## src/logic/dkus_pkg.sv

```systemverilog
// constants and types shared by the debug key unlock sequencer
`default_nettype none
package dkus_pkg;
    // control-space register byte addresses (haddr[31:8] must be zero)
    localparam logic [7:0] ADDR_KEY_INSTR  = 8'h00;
    localparam logic [7:0] ADDR_KEY_DATA   = 8'h04;
    localparam logic [7:0] ADDR_ID_DATA    = 8'h08;
    localparam logic [7:0] ADDR_KEY_STATE  = 8'h0C;
    localparam logic [7:0] ADDR_RST_REQ    = 8'h10;
    localparam logic [7:0] ADDR_SYS_CTRL   = 8'h14;
    localparam logic [7:0] ADDR_SYS_STATE  = 8'h18;
    // row staging window: 0x80..0xFC, one byte per word
    localparam int         ROW_WIN_BIT     = 7;
    localparam int         ROW_BYTES       = 32;
    localparam int         ROW_IDX_W       = 5;
    // key instruction fields
    localparam int         KI_INFO         = 0;
    localparam int         KI_SIZE16       = 1;
    localparam logic [4:0] ID_LEN_FULL     = 5'h10;
    localparam logic [4:0] ID_LEN_FAMILY   = 5'h08;
    localparam logic [2:0] KEY_LAST_BYTE   = 3'h7;
    // key state bits
    localparam int         KS_ERASE        = 3;
    localparam int         KS_PROG         = 4;
    localparam int         KS_ROW          = 5;
    // system control bits
    localparam int         SC_CLKREQ       = 0;
    localparam int         SC_COMMIT       = 1;
    localparam logic       CLKREQ_RST      = 1'b1;
    // system state bits
    localparam int         SS_LOCK         = 0;
    localparam int         SS_ROWPROG      = 2;
    localparam int         SS_PROG         = 3;
    localparam int         SS_SLEEP        = 4;
    localparam int         SS_RSTSYS       = 5;
    // key signatures
    localparam logic [63:0] KEY_ERASE_SIG  = 64'h4E564D4572617365;
    localparam logic [63:0] KEY_PROG_SIG   = 64'h4E564D50726F6720;
    localparam logic [63:0] KEY_ROW_SIG    = 64'h4E564D5573267465;
    localparam logic [7:0]  RST_RELEASE    = 8'h00;

    typedef enum logic [2:0] {
        DKUS_IDLE   = 3'b001,
        DKUS_ERASE  = 3'b010,
        DKUS_COMMIT = 3'b100
    } dkus_state_t;
endpackage
`default_nettype wire

```

## src/logic/dkus_row_if.sv

```systemverilog
// carrier between the sequencer and its row staging buffer
`timescale 1ns/1ps
`default_nettype none
interface dkus_row_if;
    import dkus_pkg::*;
    logic                 wr;
    logic [ROW_IDX_W-1:0] idx;
    logic [7:0]           data;
    logic                 commit;
    logic                 done;
    modport ctrl  (output wr, output idx, output data, output commit, input done);
    modport stage (input wr, input idx, input data, input commit, output done);
endinterface
`default_nettype wire

```

## src/logic/dkus_row_stage.sv

```systemverilog
// 32-byte staging ram and user configuration row image
`timescale 1ns/1ps
`default_nettype none
module dkus_row_stage
    import dkus_pkg::*;
(
    input  wire logic                  hclk,            // system clock
    input  wire logic                  hresetn,         // async reset, low
    dkus_row_if.stage                  rif,             // staging port
    output logic [ROW_BYTES*8-1:0]     user_config_row  // committed row image
);
    logic [7:0]               mem      [ROW_BYTES];
    logic [7:0]               next_mem [ROW_BYTES];
    logic [ROW_BYTES*8-1:0]   next_row;
    logic                     next_done;

    always_comb
    begin
        next_mem  = mem;
        next_row  = user_config_row;
        next_done = 1'b0;
        if (rif.wr)
        begin
            next_mem[rif.idx] = rif.data;
        end
        if (rif.commit)
        begin
            // byte n of the staging ram lands on byte n of the row
            for (int i = 0; i < ROW_BYTES; i++)
            begin
                next_row[i*8 +: 8] = mem[i];
            end
            next_done = 1'b1;
        end
    end

    always_ff @(posedge hclk or negedge hresetn)
    begin
        if (!hresetn)
        begin
            for (int i = 0; i < ROW_BYTES; i++)
            begin
                mem[i] <= 8'h00;
            end
            user_config_row <= '0;
            rif.done        <= 1'b0;
        end
        else
        begin
            mem             <= next_mem;
            user_config_row <= next_row;
            rif.done        <= next_done;
        end
    end
endmodule
`default_nettype wire

```

## src/logic/dkus_top.sv

```systemverilog
// debug key unlock sequencer with ahb-lite control space
`timescale 1ns/1ps
`default_nettype none
//////////////////////////////////////////////////////////////////////////////
// Behaviour
// - info select returns identification block always
// - ascii block, 16 bytes or 8 family
// - fixed byte layout of identification block
// - 64-bit keys, lsb first, exact match
// - any key order; erase keeps program key
// - erase key unconditional, cleared by disable/reset
// - program key needs unlock, ends after programming
// - row key needs lock, cleared by write
// - accepted keys shown in key state bits
// - reset signature holds system reset; zero releases
// - locked part blocks system bus access
// - erase forces brownout detector on, fuse level
// - row mode accepts only 32 staged bytes
// - commit bit copies row, clears flag
// - row mode refuses sram read-back
// - event on each sync character rising edge
// - keys 64 bits, block at most 128
// - no reply to keys; block after guard
// - control space reachable only from debug bus
module dkus_top
    import dkus_pkg::*;
#(
    parameter logic [55:0] FAMILY_IDENTIFIER   = 56'h20202020202020, // arbitrary
    parameter logic [23:0] MEMCTL_VERSION      = 24'h303030,         // arbitrary
    parameter logic [23:0] DEBUG_VERSION       = 24'h303030,         // arbitrary
    parameter logic [7:0]  DEBUG_OSC_FREQUENCY = 8'h30,              // arbitrary
    parameter logic [7:0]  RESET_SIGNATURE     = 8'hA5
)(
    input  wire logic                      hclk,             // clock
    input  wire logic                      hresetn,          // interface reset
    input  wire logic                      hsel,             // slave select
    input  wire logic [31:0]               haddr,            // address
    input  wire logic [1:0]                htrans,           // transfer type
    input  wire logic                      hwrite,           // write
    input  wire logic [2:0]                hsize,            // size
    input  wire logic [31:0]               hwdata,           // write data
    input  wire logic                      hready,           // bus ready
    output logic [31:0]                    hrdata,           // read data
    output logic                           hreadyout,        // slave ready
    output logic                           hresp,            // response
    input  wire logic                      link_disable,     // interface disabled
    input  wire logic                      lock_fuse,        // lock bits at start
    input  wire logic                      erase_done,       // full erase finished
    input  wire logic                      system_sleeping,  // system domain asleep
    input  wire logic [2:0]                bod_fuse_level,   // brownout fuse level
    input  wire logic                      sync_line,        // received line level
    input  wire logic                      sync_window,      // sync character active
    output logic                           sys_reset,        // system reset hold
    output logic                           erase_start,      // erase start pulse
    output logic                           sysbus_allow,     // system bus open
    output logic                           sram_read_allow,  // sram read-back open
    output logic                           brownout_force,   // brownout forced on
    output logic [2:0]                     brownout_level,   // forced threshold
    output logic                           clock_request,    // keep system clock
    output logic                           sync_event,       // sync edge event
    output logic [ROW_BYTES*8-1:0]         user_config_row   // committed row
);
    //////////////////////////////////////////////////////////////////////////
    // byte 0 of the block is the lowest byte
    localparam logic [127:0] ID_BLOCK = {DEBUG_OSC_FREQUENCY, 8'h00, DEBUG_VERSION,
                                         MEMCTL_VERSION, 8'h00, FAMILY_IDENTIFIER};

    function automatic logic [7:0] id_byte(input logic [3:0] ptr);
        id_byte = ID_BLOCK[{ptr, 3'b000} +: 8];
    endfunction

    // returns {row, prog, erase}
    function automatic logic [2:0] key_kind(input logic [63:0] k);
        key_kind = {k == KEY_ROW_SIG, k == KEY_PROG_SIG, k == KEY_ERASE_SIG};
    endfunction

    dkus_row_if rif ();

    dkus_row_stage u_stage (
        .hclk            (hclk),
        .hresetn         (hresetn),
        .rif             (rif.stage),
        .user_config_row (user_config_row)
    );

    //////////////////////////////////////////////////////////////////////////
    dkus_state_t   state,       next_state;
    logic          dp_wr,       next_dp_wr;
    logic [7:0]    dp_addr,     next_dp_addr;
    logic [31:0]   next_hrdata;
    logic          key_armed,   next_key_armed;
    logic [2:0]    key_cnt,     next_key_cnt;
    logic [63:0]   key_sh,      next_key_sh;
    logic [3:0]    id_ptr,      next_id_ptr;
    logic [4:0]    id_left,     next_id_left;
    logic          erase_key,   next_erase_key;
    logic          prog_key,    next_prog_key;
    logic          row_key,     next_row_key;
    logic          prog_flag,   next_prog_flag;
    logic          row_flag,    next_row_flag;
    logic          commit_bit,  next_commit_bit;
    logic          clkreq,      next_clkreq;
    logic          lock,        next_lock;
    logic          lock_init,   next_lock_init;
    logic [7:0]    rst_req,     next_rst_req;
    logic          next_sys_reset;
    logic          next_erase_start;
    logic          next_row_wr;
    logic [ROW_IDX_W-1:0] next_row_idx;
    logic [7:0]    next_row_data;
    logic          next_row_commit;
    logic          sync_prev;
    logic          next_sync_event;
    logic [7:0]    ks_byte;
    logic [7:0]    ss_byte;
    logic [63:0]   shifted;
    logic [2:0]    key_hit;
    logic          addr_phase;

    assign hreadyout  = 1'b1;
    assign hresp      = 1'b0;
    assign addr_phase = hsel && htrans[1] && hready && (haddr[31:8] == 24'h000000);

    always_comb
    begin
        ks_byte             = 8'h00;
        ks_byte[KS_ERASE]   = erase_key;
        ks_byte[KS_PROG]    = prog_key;
        ks_byte[KS_ROW]     = row_key;
        ss_byte             = 8'h00;
        ss_byte[SS_LOCK]    = lock;
        ss_byte[SS_ROWPROG] = row_flag;
        ss_byte[SS_PROG]    = prog_flag;
        ss_byte[SS_SLEEP]   = system_sleeping;
        ss_byte[SS_RSTSYS]  = sys_reset;
        shifted             = {hwdata[7:0], key_sh[63:8]};
        key_hit             = key_kind(shifted);
        next_state       = state;
        next_dp_wr       = addr_phase && hwrite;
        next_dp_addr     = haddr[7:0];
        next_hrdata      = 32'h00000000;
        next_key_armed   = key_armed;
        next_key_cnt     = key_cnt;
        next_key_sh      = key_sh;
        next_id_ptr      = id_ptr;
        next_id_left     = id_left;
        next_erase_key   = erase_key;
        next_prog_key    = prog_key;
        next_row_key     = row_key;
        next_prog_flag   = prog_flag;
        next_row_flag    = row_flag;
        next_commit_bit  = commit_bit;
        next_clkreq      = clkreq;
        next_lock        = lock;
        next_lock_init   = 1'b1;
        next_rst_req     = rst_req;
        next_erase_start = 1'b0;
        next_row_wr      = 1'b0;
        next_row_idx     = dp_addr[ROW_IDX_W+1:2];
        next_row_data    = hwdata[7:0];
        next_row_commit  = 1'b0;

        // strap the lock bits once, the cycle after reset release
        if (!lock_init)
        begin
            next_lock = lock_fuse;
        end

        // read data is prepared at the address phase; unmapped reads give zero
        if (addr_phase && !hwrite)
        begin
            case (haddr[7:0])
                ADDR_ID_DATA:
                begin
                    if (id_left != 5'h00)
                    begin
                        next_hrdata  = {24'h000000, id_byte(id_ptr)};
                        next_id_ptr  = id_ptr + 4'h1;
                        next_id_left = id_left - 5'h01;
                    end
                end
                ADDR_KEY_STATE: next_hrdata = {24'h000000, ks_byte};
                ADDR_RST_REQ:   next_hrdata = {24'h000000, rst_req};
                ADDR_SYS_CTRL:  next_hrdata = {30'h00000000, commit_bit, clkreq};
                ADDR_SYS_STATE: next_hrdata = {24'h000000, ss_byte};
                // staged row bytes never read back
                default:        next_hrdata = 32'h00000000;
            endcase
        end

        if (dp_wr)
        begin
            case (dp_addr)
                ADDR_KEY_INSTR:
                begin
                    if (hwdata[KI_INFO])
                    begin
                        // served regardless of lock or key state
                        next_id_ptr    = 4'h0;
                        next_id_left   = hwdata[KI_SIZE16] ? ID_LEN_FULL
                                                           : ID_LEN_FAMILY;
                        next_key_armed = 1'b0;
                    end
                    else
                    begin
                        next_key_armed = 1'b1;
                        next_key_cnt   = 3'h0;
                    end
                end
                ADDR_KEY_DATA:
                begin
                    // keys are silent: nothing is returned for them
                    if (key_armed)
                    begin
                        next_key_sh  = shifted;
                        next_key_cnt = key_cnt + 3'h1;
                        if (key_cnt == KEY_LAST_BYTE)
                        begin
                            next_key_armed = 1'b0;
                            // only exact signatures set anything
                            // setting one key never clears another
                            if (key_hit[0]) next_erase_key = 1'b1;
                            if (key_hit[1]) next_prog_key  = 1'b1;
                            if (key_hit[2]) next_row_key   = 1'b1;
                        end
                    end
                end
                ADDR_KEY_STATE:
                begin
                    if (hwdata[KS_ROW])
                    begin
                        next_row_key = 1'b0;
                    end
                end
                ADDR_RST_REQ: next_rst_req = hwdata[7:0];
                ADDR_SYS_CTRL:
                begin
                    next_clkreq = hwdata[SC_CLKREQ];
                    if (hwdata[SC_COMMIT] && row_flag && state == DKUS_IDLE)
                    begin
                        next_commit_bit = 1'b1;
                        next_row_commit = 1'b1;
                        next_state      = DKUS_COMMIT;
                    end
                end
                default:
                begin
                    // only the 32-word window takes data, and only in row mode
                    if (dp_addr[ROW_WIN_BIT] && row_flag)
                    begin
                        next_row_wr = 1'b1;
                    end
                end
            endcase
        end

        next_sys_reset = (next_rst_req == RESET_SIGNATURE);

        // key actions take effect as the host lets go of system reset
        if (sys_reset && !next_sys_reset)
        begin
            if (prog_flag)
            begin
                next_prog_flag = 1'b0;
                next_prog_key  = 1'b0;
            end
            else if (prog_key && !lock)
            begin
                next_prog_flag = 1'b1;
            end
            if (row_key && lock)
            begin
                next_row_flag = 1'b1;
            end
            if (erase_key && state == DKUS_IDLE)
            begin
                next_erase_start = 1'b1;
                next_state       = DKUS_ERASE;
            end
        end

        case (state)
            DKUS_IDLE: ;
            DKUS_ERASE:
            begin
                if (erase_done)
                begin
                    next_lock  = 1'b0;
                    next_state = DKUS_IDLE;
                end
            end
            DKUS_COMMIT:
            begin
                if (rif.done)
                begin
                    next_row_flag   = 1'b0;
                    next_commit_bit = 1'b0;
                    next_state      = DKUS_IDLE;
                end
            end
            default: next_state = DKUS_IDLE;
        endcase

        // disabling the interface is the other way out of the erase key
        if (link_disable)
        begin
            next_erase_key = 1'b0;
        end
        // emitted on the interface clock; no enable exists on purpose
        next_sync_event = sync_window && sync_line && !sync_prev;
    end

    //////////////////////////////////////////////////////////////////////////
    always_ff @(posedge hclk or negedge hresetn)
    begin
        if (!hresetn)
        begin
            state           <= DKUS_IDLE;
            dp_wr           <= 1'b0;
            dp_addr         <= 8'h00;
            hrdata          <= 32'h00000000;
            key_armed       <= 1'b0;
            key_cnt         <= 3'h0;
            key_sh          <= 64'h0000000000000000;
            id_ptr          <= 4'h0;
            id_left         <= 5'h00;
            erase_key       <= 1'b0;
            prog_key        <= 1'b0;
            row_key         <= 1'b0;
            prog_flag       <= 1'b0;
            row_flag        <= 1'b0;
            commit_bit      <= 1'b0;
            clkreq          <= CLKREQ_RST;
            lock            <= 1'b1;
            lock_init       <= 1'b0;
            rst_req         <= RST_RELEASE;
            sys_reset       <= 1'b0;
            erase_start     <= 1'b0;
            sysbus_allow    <= 1'b0;
            sram_read_allow <= 1'b0;
            brownout_force  <= 1'b0;
            brownout_level  <= 3'h0;
            clock_request   <= CLKREQ_RST;
            sync_prev       <= 1'b0;
            sync_event      <= 1'b0;
            rif.wr          <= 1'b0;
            rif.idx         <= '0;
            rif.data        <= 8'h00;
            rif.commit      <= 1'b0;
        end
        else
        begin
            state           <= next_state;
            dp_wr           <= next_dp_wr;
            dp_addr         <= next_dp_addr;
            hrdata          <= next_hrdata;
            key_armed       <= next_key_armed;
            key_cnt         <= next_key_cnt;
            key_sh          <= next_key_sh;
            id_ptr          <= next_id_ptr;
            id_left         <= next_id_left;
            erase_key       <= next_erase_key;
            prog_key        <= next_prog_key;
            row_key         <= next_row_key;
            prog_flag       <= next_prog_flag;
            row_flag        <= next_row_flag;
            commit_bit      <= next_commit_bit;
            clkreq          <= next_clkreq;
            lock            <= next_lock;
            lock_init       <= next_lock_init;
            rst_req         <= next_rst_req;
            sys_reset       <= next_sys_reset;
            erase_start     <= next_erase_start;
            sysbus_allow    <= next_lock_init && !next_lock;
            sram_read_allow <= next_lock_init && !next_lock && !next_row_flag;
            brownout_force  <= (next_state == DKUS_ERASE);
            brownout_level  <= bod_fuse_level;
            clock_request   <= next_clkreq;
            sync_prev       <= sync_line;
            sync_event      <= next_sync_event;
            rif.wr          <= next_row_wr;
            rif.idx         <= next_row_idx;
            rif.data        <= next_row_data;
            rif.commit      <= next_row_commit;
        end
    end
endmodule
`default_nettype wire

```

## config.mk

```make
export PLATFORM = sky130hd
export DESIGN_NAME = dkus_top
export DESIGN_NICKNAME = d
export VERILOG_FILES = /design/src/logic/dkus_pkg.sv /design/src/logic/dkus_row_if.sv /design/src/logic/dkus_row_stage.sv /design/src/logic/dkus_top.sv
export SDC_FILE = /design/constraint.sdc
export NUM_CORES = 1
export LEC_CHECK = 0
export BUFFER_PORTS_ARGS = -buffer_cell sky130_fd_sc_hd__buf_2
export CAP_MARGIN = 20
export CORE_MARGIN = 3
export CORE_UTILIZATION = 45
export CTS_CLUSTER_DIAMETER = 120
export DETAILED_ROUTE_END_ITERATION = 10
export PLACE_DENSITY = 0.62
export SLEW_MARGIN = 30
export SYNTH_ARGS = -nofsm -noshare
export SYNTH_HDL_FRONTEND = slang
export SYNTH_HIERARCHICAL = 1
export SYNTH_SLANG_ARGS = --single-unit
```

## constraint.sdc

```tcl
create_clock -name hclk -period 3 [get_ports hclk]
set_input_delay 0.45 -clock hclk [delete_from_list [all_inputs] [get_ports hclk]]
set_output_delay 0.45 -clock hclk [all_outputs]
set_load 0.01 [all_outputs]
```

==> impl_results.md, run 1 <==
- Async S/R FF share, synth: 100%
- CP Capture Type: flop
- Synth unique cells: 59
- Reg2Reg Depth: 5
- Fillers: roughly 4500
- Initial core utilization: 45.9%
- CP max stage delay: roughly 0.71 ns
- Hold Startpoint: hwdata[4]
- Critical path data required time: 3.47 ns
- CP arrival: between 3 and 4 ns
- Syn-to-layout area delta: 19.8%
- WHS Path Cells: 1
- Vias in the first global route: about 15000
- Share of layout cells above drive strength 1: 48.6%
- Ys Warns: 6
- #FFs+latches synth: about 640
- Unrepaired setup endpoints after global routing: no
- Antenna Violating Nets Remaining: 0
- Die area: roughly 58000 um2
- Root Driver: clkbuf_16
- Finished Cell Area: between 20000 and 30000 um2
- Synth area leader: dfrtp_1
- Initial drt markers: 688
- First-pass GRT wire length: 91600 um
- Max Slew Vio Count: 0
- Reg-to-reg startpoint: dp_addr[5]
- Slew HR: a little over two fifths
- Clock buffer depth: 3
- Cell Area, Placed: roughly 27000 um2
- Post-synth EDFFs: 0
- Final WL: between 50000 and 60000 um
- Die X: between 200 and 250 um
- CTS buffer count: 68
- Via total after detailed routing: 14634
- Hold Crit Class: in2reg
- Buffers on Ports: about 330
- Total grt overflow: 0
- Clk_skew: 0.0142 ns
- Crit path time final: about 2.6 ns
- Max-Cap Viols: 0
- Worst Setup Start Kind: input pin
- Final Hold Fails: 0
- Fmax: just under 400 MHz
- H-tree levels: 3
- Die Y: 241 um
- Cell area after synthesis: around 25000 um2
- Cell chain of the critical path: dlygate4sd3_1 -> buf_2 -> or4b_2 -> nor3_1 -> and3_1 -> nand4_1 -> mux2_2
- Pre-CTS setup slack: between 0.3 and 0.4 ns
- Crit. path cell count: 7
- Antenna violations before repair: 1
- Clock Latency Late Sink: 0.59 ns
- Most used DFF post-synth: dfrtp_1
- Setup violations, final: 0
- Worst-Margin Slew: approximately 0.86 ns
- DPL Wire Length: 38200 um
- TritonCTS clock tree: yes
- Post-layout net count: 2151
- Tot GR Track Use: 20.7%
- Largest net degree at the start of global routing: between 80 and 90
- Drt pass-1 iters: 4
- Leak: around 16 nW
- Status: finished, final reports clean
- Average routed wire per standard cell: around 21 um
- Most frequent cell after synthesis: dfrtp_1
- Worst-path clk slew: approximately 0.060 ns
- Slowest cell on crit path: or4b_2
- Register area share after synthesis: about two thirds
- Synth area leaders: dfrtp_1 (64%), mux2_2 (24%), nand2_1 (3.0%), buf_4 (0.82%), clkbuf_1 (0.77%)
- Worst Path Buf+Inv: 2
- Fin crit share: a little under nine tenths
- Crit path from: haddr[1]
- Power per cell area: between 500 and 600 nW/um2
- Clock net sink count: between 600 and 700
- Share of the synthesized area in the top cell type: between 60% and 70%
- Cell Rows: 85
- Peak VDD IR: around 0.00034 V
- Post-route setup slack: around 0.45 ns
- Cell count after synthesis: 1700
- Core Area: 54200 um2
- Crit-path leading delay family: simple AND/OR/NAND/NOR gates
- CTS resizes: 0
- Ports: 383
- Drt drc: 0
- Final Wtd Congestion: between 0.8 and 0.9
- Synthesized area per cell: ~15 um2
- Kind of critical path: in2reg
- Commonest cells post-synth: dfrtp_1 (641), mux2_2 (521), nand2_1 (202)
- Sum Neg Setup Slack: 0 ns
- Critical path fanouts, max: 7
- Vias per inst: approximately 5.2
[flip-flops by register name, indices dropped and copies added (netlist names), 3 cells and up]
signal / cells
u_stage/mem: 256
u_stage/user_config_row: 256
key_sh: 56
dp_addr: 8
hrdata: 8
rif.data: 8
rst_req: 8
id_left: 5
rif.idx: 5
id_ptr: 4
brownout_level: 3
key_cnt: 3
state: 3
[cells in the final DEF, fill, tap and decap left out, drive strengths merged, types with 3 or more instances in the layout]
cell / instances
nand2: 202
dfstp: 3
nand2b: 9
o21ai: 6
ha: 6
a22oi: 4
mux2: 525
a21oi: 7
dlygate4sd3: 11
nor4b: 10
and4bb: 3
and4: 4
or3: 3
a21o: 3
nand4: 10
nand3: 12
and3: 7
bufinv: 6
a22o: 3
dfrtp: 641
nor4bb: 3
nor2b: 9
or4: 4
clkinv: 8
nor3: 13
conb: 27
nor4: 13
clkbuf: 102
mux2i: 5
nor2: 35
and2: 3
or4b: 5
inv: 13
buf: 363
nand4b: 9
[kinds of logic after synthesis]
group	synth area share, %
multiplexers	24.0
other	0.0302
flip-flops	64.8
AND/OR/NAND/NOR	7.39
adder cells (fa/ha/maj)	0.302
buffers and inverters	2.37
XOR/XNOR	0.0704
AO/OA/AOI/OAI	1.03
[area by class of cell]
type / instances / area, um2 / share of cell area (%)
flip-flops and latches: 644 / 16200 / 54.2
inverters: 13 / 48.8 / 0.164
repair buffers: 374 / 2170 / 7.30
clock buffers: 102 / 2050 / 6.87
clock inverters: 16 / 239 / 0.802
diodes: 1 / 2.50 / 0.00840
well taps: 696 / 871 / 2.92
multi-input cells: 961 / 8250 / 27.7
[worst paths after layout]
| kind | end | slack [ns] |
|---|---|---|
| worst max register to register | state[2] | 0.55 |
| max in group asynchronous | u_stage/user_config_row[180] | 1.56 |
| worst min-delay path | rif.data[4] | 0.05 |
| worst max-delay path | id_ptr[3] | 0.45 |
| min in group asynchronous | u_stage/user_config_row[46] | 0.45 |
| worst min register to register | sync_event | 0.41 |
[stage by stage]
| stage | hold WS [ns] | total power [mW] | instances | utilization [%] |
|---|---|---|---|---|
| 6_report | 0.0527 | 17.7 | 2807 | 54.9 |
| 3_5_place_dp | 0.398 | 9.38 | 2677 | 50.5 |
| 5_1_grt | 0.00995 | 18.4 | 2806 | 54.9 |
| 3_3_place_gp | 0.389 | 9.37 | 2677 | 50.5 |
| 4_1_cts | 0.00349 | 18.0 | 2806 | 54.9 |
| 2_1_floorplan | 0.154 | 9.04 | 1725 | - |
[where the power goes]
group / switching, mW / internal, mW / total, mW / leakage [nW]
combinational: 0.255 / 0.106 / 0.361 / 5.98
sequential: 0.127 / 8.73 / 8.85 / 8.83
clock: 3.29 / 5.22 / 8.51 / 1.12
[per-layer routing]
layer,share of wire (%),vias to the layer above,global-route usage (%)
met5,0,-,0
met1,44,7634,27.9
met2,49,339,33.9
met3,4.9,69,4.08
li1,-,6592,-
met4,2.5,0,7.08
[what timing repair did]
item | CTS | global route
buffers inserted | 0 | 0
endpoints found under the hold margin | 74 | 0
hold buffers | 11 | 0
Power figures use the tool's default switching activity.
==> run 2, diff against run 1 <==
- CORE_MARGIN: 3 -> not set
- CTS_BUF_LIST: not set -> sky130_fd_sc_hd__clkbuf_4 sky130_fd_sc_hd__clkbuf_8
==> impl_results.md, run 2 (synthesized netlist as in run 1, its figures left out) <==
- Switching pwr: 3.84 mW (+4.6%)
- Clock net sink count: 644 (unchanged)
- Sequential cell fraction of total power: 50.5% (+0.5 points)
- Dpl cells: 2676 (-0.037%)
- Syn-to-layout area delta: 20.8%
- Hold Crit Class: in2reg
- CP Capture Type: flop
- Max Slew Vio Count: 0 (unchanged)
- Post-layout net count: 2201 (+2.3%)
- Clk_skew: 0.0244 ns (+0.0102 ns)
- CP arrival: 3.09 ns (+0.07 ns)
- Fillers: 4559 (+1.5%)
- Post-route setup slack: 0.474 ns (+0.0244 ns)
- Clock share of power: 47.3% (-0.7 points)
- Antenna Violating Nets Remaining: 0 (unchanged)
- Vias per inst: 5.16 (-1.1%)
- Initial core utilization: 45.9% (unchanged)
- Core Area: 54200 um2 (unchanged)
- Crit path time final: 2.53 ns (-0.0244 ns)
- Unrepaired setup endpoints after global routing: no
- Overall power: 17.5 mW (-1.1%)
- CTS buffer count: 107 (+57%)
- Util after Layout: 55.4% (+0.48 points)
- Drt pass-1 iters: 4 (unchanged)
- Clock Latency Late Sink: 0.69 ns (+0.10 ns)
- Root Driver: clkbuf_8
- Drt drc: 0 (unchanged)
- CTS resizes: 0 (unchanged)
- Slew HR: 46.5% (+4.5 points)
- Max-Cap Viols: 0 (unchanged)
- Status: finished, final reports clean
- Power per cell area: 583 nW/um2 (-2.0%)
- Final WL: 59700 um (+1.3%)
- Cell Rows: 85 (unchanged)
- Die area: 56200 um2 (-3.3%)
- Share of layout cells above drive strength 1: 51.0% (+2.4 points)
- Non-Filler Instances: 2899 (+3.3%)
- Cell Area, Placed: 27400 um2 (+0.10%)
- Pint: 13.7 mW (-2.6%)
- TritonCTS clock tree: yes
- Critical path fanouts, max: 7 (unchanged)
- Power share of the combinational group: 2.2% (+0.2 points)
- Largest net degree at the start of global routing: 80 (-10%)
- Setup violations, final: 0 (unchanged)
- Final Wtd Congestion: 0.780 (-5.8%)
- First-pass GRT wire length: 93200 um (+1.7%)
- Buffers on Ports: 328 (unchanged)
- Sw Ratio: 21.9% (+1.2 points)
- Average routed wire per standard cell: 20.6 um (-2.0%)
- H-tree levels: 3 (unchanged)
- Commonest non-fill, non-tap cell in the layout: dfrtp_1
- Die Y: 237 um (-1.7%)
- Hold WS: 0.118 ns (+0.0652 ns)
- Peak VDD IR: 0.000302 V (-11%)
- Tot GR Track Use: 21.7% (+0.99 points)
- Clock buffer depth: 3 (unchanged)
- Pre-CTS setup slack: 0.335 ns (-0.0587 ns)
- Worst-path clk slew: 0.06 ns (about the same)
- Sum Neg Setup Slack: 0 ns (unchanged)
- Fmax: 396 MHz (+0.96%)
- Critical path data required time: 3.57 ns (+0.10 ns)
- Ports: 383 (unchanged)
- Regs by FF count: u_stage/mem x256, u_stage/user_config_row x256, key_sh x56
- Via total after detailed routing: 14947 (+2.1%)
- Fin crit share: 84.2% (-0.81 points)
- Finished Cell Area: 30100 um2 (+0.88%)
- DPL Wire Length: 37700 um (-1.3%)
- Most frequent cells in the layout: dfrtp_1 (632), mux2_2 (521), buf_2 (327)
- Final Hold Fails: 0 (unchanged)
- Worst Setup Start Kind: input pin
- Leak: 16.1 nW (+1.4%)
- Kind of critical path: in2reg
- Die X: 237 um (-1.7%)
- Worst-Margin Slew: 0.802 ns (-0.0557 ns)
- Total grt overflow: 0 (unchanged)
- Vias in the first global route: 15960 (+3.7%)
- Initial drt markers: 735 (+6.8%)
- Antenna violations before repair: 4 (+3)
run 2: what timing repair did:
action                                 CTS  global route
endpoints found under the hold margin   88             0
setup buffers                            0             0
hold buffers                            23             0
run 2: path summary, 6_finish.rpt:
check | start | to | slack, ns | cells after the start
hold / removal | hwrite | dp_wr | 0.12 | 2
min in group asynchronous | hresetn | erase_start | 0.44 | 2
setup reg to reg | dp_addr[5] | state[2] | 0.53 | 5
setup / recovery | haddr[2] | id_ptr[3] | 0.47 | 7
hold reg to reg | sync_prev | sync_event | 0.40 | 1
max in group asynchronous | hresetn | u_stage/mem[9] | 1.62 | 4
run 2: power groups by stage:
stage,clock network (mW),logic [mW],registers [mW]
after floorplan,0,0.128,8.91
after global placement,0,0.367,9.01
after detailed placement,0,0.377,9.01
after global routing,8.95,0.439,8.85
final,8.28,0.385,8.85
after CTS,8.52,0.400,8.86
run 2: critical path, cell delays in order:
cell and delay (ns):
dlygate4sd3_1 0.53, buf_2 0.17, or4_1 0.66, nor3_1 0.39, and3_1 0.42, nand4_1 0.16, mux2_2 0.30
run 2: per-layer routing:
layer | part of all wire (%) | wire length [um] | track usage [%] | up-vias
met1 | 44 | 26500 | 28.8 | 7759
met5 | 0 | 0 | 0 | -
met2 | 49 | 29000 | 35.4 | 403
met4 | 2.2 | 1340 | 8.11 | 0
met3 | 4.8 | 2850 | 4.16 | 64
li1 | - | - | - | 6721
run 2: layout make-up:
cell class | instances | area (um2) | area share [%]
clock buffers | 188 | 2320 | 7.72
inverters | 13 | 48.8 | 0.162
clock inverters | 11 | 81.3 | 0.271
repair buffers | 385 | 2320 | 7.74
flip-flops and latches | 644 | 16200 | 53.7
multi-input cells | 961 | 8250 | 27.5
well taps | 696 | 871 | 2.90
diodes | 1 | 2.50 | 0.00833
==> run 3, diff against run 2 <==
- ABC_AREA: not set -> 1
- PLACE_DENSITY: 0.62 -> 0.61
- clock period: 3 -> 2.6 ns (I/O delays scaled with it)
==> impl_results.md, run 3 <==
- Vias per inst: 4.95 (-4.1%)
- Sequential cell fraction of total power: 49.9% (-0.6 points)
- Share of the synthesized area in the top cell type: 63.4% (-1.1 points)
- Critical path data required time: 3.20 ns (-0.37 ns)
- Final Wtd Congestion: 0.846 (+8.4%)
- Switching pwr: 4.43 mW (+15%)
- Crit-path leading delay family: simple AND/OR/NAND/NOR gates
- Commonest cells post-synth: nand2_1 (910), dfrtp_1 (641), mux2_2 (257)
- Clock net sink count: 644 (unchanged)
- Leak: 17.1 nW (+5.9%)
- Async S/R FF share, synth: 100% (unchanged)
- Max-Cap Viols: 0 (unchanged)
- Synth area leaders: dfrtp_1 (63%), nand2_1 (13%), mux2_2 (11%), inv_1 (1.7%), nand3_1 (1.5%)
- Final Hold Fails: 0 (unchanged)
- Hold Crit Class: in2reg
- Ports: 383 (unchanged)
- Hold buffers post-CTS: 27 (+17%)
- Antenna Violating Nets Remaining: 0 (unchanged)
- Worst-Margin Slew: 0.714 ns (-0.0888 ns)
- First-pass GRT wire length: 103000 um (+10%)
- Synthesized area per cell: 10.6 um2 (-28%)
- CP max stage delay: 0.73 ns (+0.07 ns)
- Most frequent cells in the layout: nand2_1 (909), dfrtp_1 (632), buf_2 (327)
- Peak VDD IR: 0.000373 V (+24%)
- Largest net degree at the start of global routing: 90 (+13%)
- Synth unique cells: 43 (-27%)
- Total grt overflow: 0 (unchanged)
- Initial core utilization: 45.8% (-0.085 points)
- Status: finished, final reports clean
- Most frequent cell after synthesis: nand2_1
- Post-layout net count: 2917 (+33%)
- Via total after detailed routing: 18099 (+21%)
- Register area share after synthesis: 63.7% (-1.1 points)
- Root Driver: clkbuf_8
- Hold WS: 0.119 ns (+0.00115 ns)
- Worst Setup Start Kind: flop
- Critical path fanouts, max: 8 (+1)
- Cell chain of the critical path: inv_1 -> nand3_1 -> nor2_1 -> nand2_1 -> nand2_1
- Setup violations, final: 0 (unchanged)
- Post-synth EDFFs: 0 (unchanged)
- Fin crit share: 80.3%
- Kind of critical path: reg2reg
- CP Capture Type: flop
- Antenna violations before repair: 1 (-3)
- Regs by FF count: u_stage/mem x256, u_stage/user_config_row x256, key_sh x56
- Tot GR Track Use: 23.4% (+1.7 points)
- Drt drc: 0 (unchanged)
- Fillers: 4880 (+7.0%)
- Critical Path Most Common Cell: nand2_1
- Power per cell area: 658 nW/um2 (+13%)
- Slew HR: 52.3% (+5.8 points)
- Pint: 15.9 mW (+16%)
- Sum Neg Setup Slack: 0 ns (unchanged)
- Clock Latency Late Sink: 0.71 ns (+0.02 ns)
- Initial drt markers: 1262 (+72%)
- Max Slew Vio Count: 0 (unchanged)
- Core Area: 55300 um2 (+2.0%)
- Cell Rows: 86 (+1.2%)
- Final WL: 66300 um (+11%)
- Clk_skew: 0.0468 ns (+0.0223 ns)
- Synth area leader: dfrtp_1
- Worst-path clk slew: 0.06 ns (about the same)
- Share of layout cells above drive strength 1: 29.9% (-21 points)
- Syn-to-layout area delta: 21.7%
- Worst Path Buf+Inv: 1 (-1)
- Die Y: 239 um (+0.88%)
- Clock share of power: 47.4% (about the same)
- Power share of the combinational group: 2.7% (+0.5 points)
- Slowest cell on crit path: nor2_1
- Cell count after synthesis: 2388 (+40%)
- DPL Wire Length: 44800 um (+19%)
- Util after Layout: 55.7% (+0.31 points)
- Most used DFF post-synth: dfrtp_1
- Clock buffer depth: 3 (unchanged)
- Drt pass-1 iters: 5 (+1)
- CTS buffer count: 106 (-0.93%)
- Die area: 57200 um2 (+1.8%)
- Ys Warns: 6 (unchanged)
- Average routed wire per standard cell: 18.1 um (-12%)
- Vias in the first global route: 17983 (+13%)
- Fmax: between 400 and 500 MHz
- TritonCTS clock tree: yes
- CTS resizes: 0 (unchanged)
- H-tree levels: 3 (unchanged)
- CP arrival: 2.69 ns (-0.40 ns)
- Die X: 239 um (+0.88%)
- Cell area after synthesis: 25300 um2 (+1.8%)
- Setup bufs post-CTS: 0 (unchanged)
- Unrepaired setup endpoints after global routing: no
- Overall power: 20.3 mW (+16%)
- Buffers on Ports: 328 (unchanged)
- Commonest non-fill, non-tap cell in the layout: nand2_1
- Crit path time final: roughly 2.1 ns
- #FFs+latches synth: 644 (unchanged)
- Sw Ratio: 21.8% (-0.11 points)
## run 3: cell count changes after synthesis, moves of 11 or more
cell	change
mux2_2	-264
o21ai_0	+31
clkbuf_1	-16
a21oi_1	+23
buf_2	+11
nand4_1	+13
nand3_1	+63
o21ai_1	+18
nor2_1	+75
nand2_1	+708
inv_1	+101
## run 3: final cells by class
class / instances / area, um2 / area share (%)
sequential: 644 / 16100 / 52.4
multi-input combinational: 1548 / 8330 / 27.0
timing repair buffer: 408 / 2590 / 8.42
clock buffer: 165 / 2080 / 6.74
tap: 748 / 936 / 3.04
inverter: 120 / 450 / 1.46
clock inverter: 24 / 288 / 0.934
antenna: 2 / 5.00 / 0.0162
## run 3: cells by family after synthesis
family / share of synthesized area (%)
DFF: 63.7
and+or+nand+nor: 18.6
other: 0.0297
muxes: 11.5
AOI/OAI and AO/OA: 2.04
buffers and inverters: 3.84
adders and majority gates: 0.297
xor gates and xnor gates: 0.0346
## run 3: metal layers
layer / vias to the layer above / global-route usage, % / routed length (um)
li1: 8544 / - / -
met1: 8930 / 32.4 / 29600
met2: 525 / 37.3 / 31400
met3: 100 / 4.15 / 3730
met4: 0 / 8.22 / 1550
met5: - / 0 / 0
## run 3: stage by stage
stage	instance area [um2]	setup WS [ns]	std cells
after detailed placement	28200	0.544	3441
after CTS	30800	0.529	3657
after global placement	28200	0.607	3441
final	30800	0.513	3659
after global routing	30800	0.392	3659
after floorplan	25400	1.12	2413
## run 3: tightest hold or removal path, stage by stage
cell,delay [ns]
buf_2,0.07
mux2_2,0.13
nand2_1,0.07
inv_1,0.11
## run 3: worst paths after layout
| check | from | end | slack (ns) | cells past startpoint |
|---|---|---|---|---|
| min in group asynchronous | hresetn | u_stage/user_config_row[229] | 0.25 | 2 |
| min reg2reg | sync_prev | sync_event | 0.39 | 1 |
| max reg2reg | rif.idx[0] | u_stage/mem[141] | 0.51 | 5 |
| max in group asynchronous | hresetn | u_stage/user_config_row[107] | 1.35 | 3 |
| max | rif.idx[0] | u_stage/mem[141] | 0.51 | 5 |
| min | lock_fuse | lock | 0.12 | 4 |
## run 3: power by group through the flow
stage          registers, mW  logic, mW  clock network [mW]
6_report                10.1      0.539                9.62
5_1_grt                 10.1      0.601                10.3
4_1_cts                 10.1      0.551                9.86
3_5_place_dp            10.3      0.518                   0
3_3_place_gp            10.3      0.508                   0
2_1_floorplan           10.3      0.154                   0
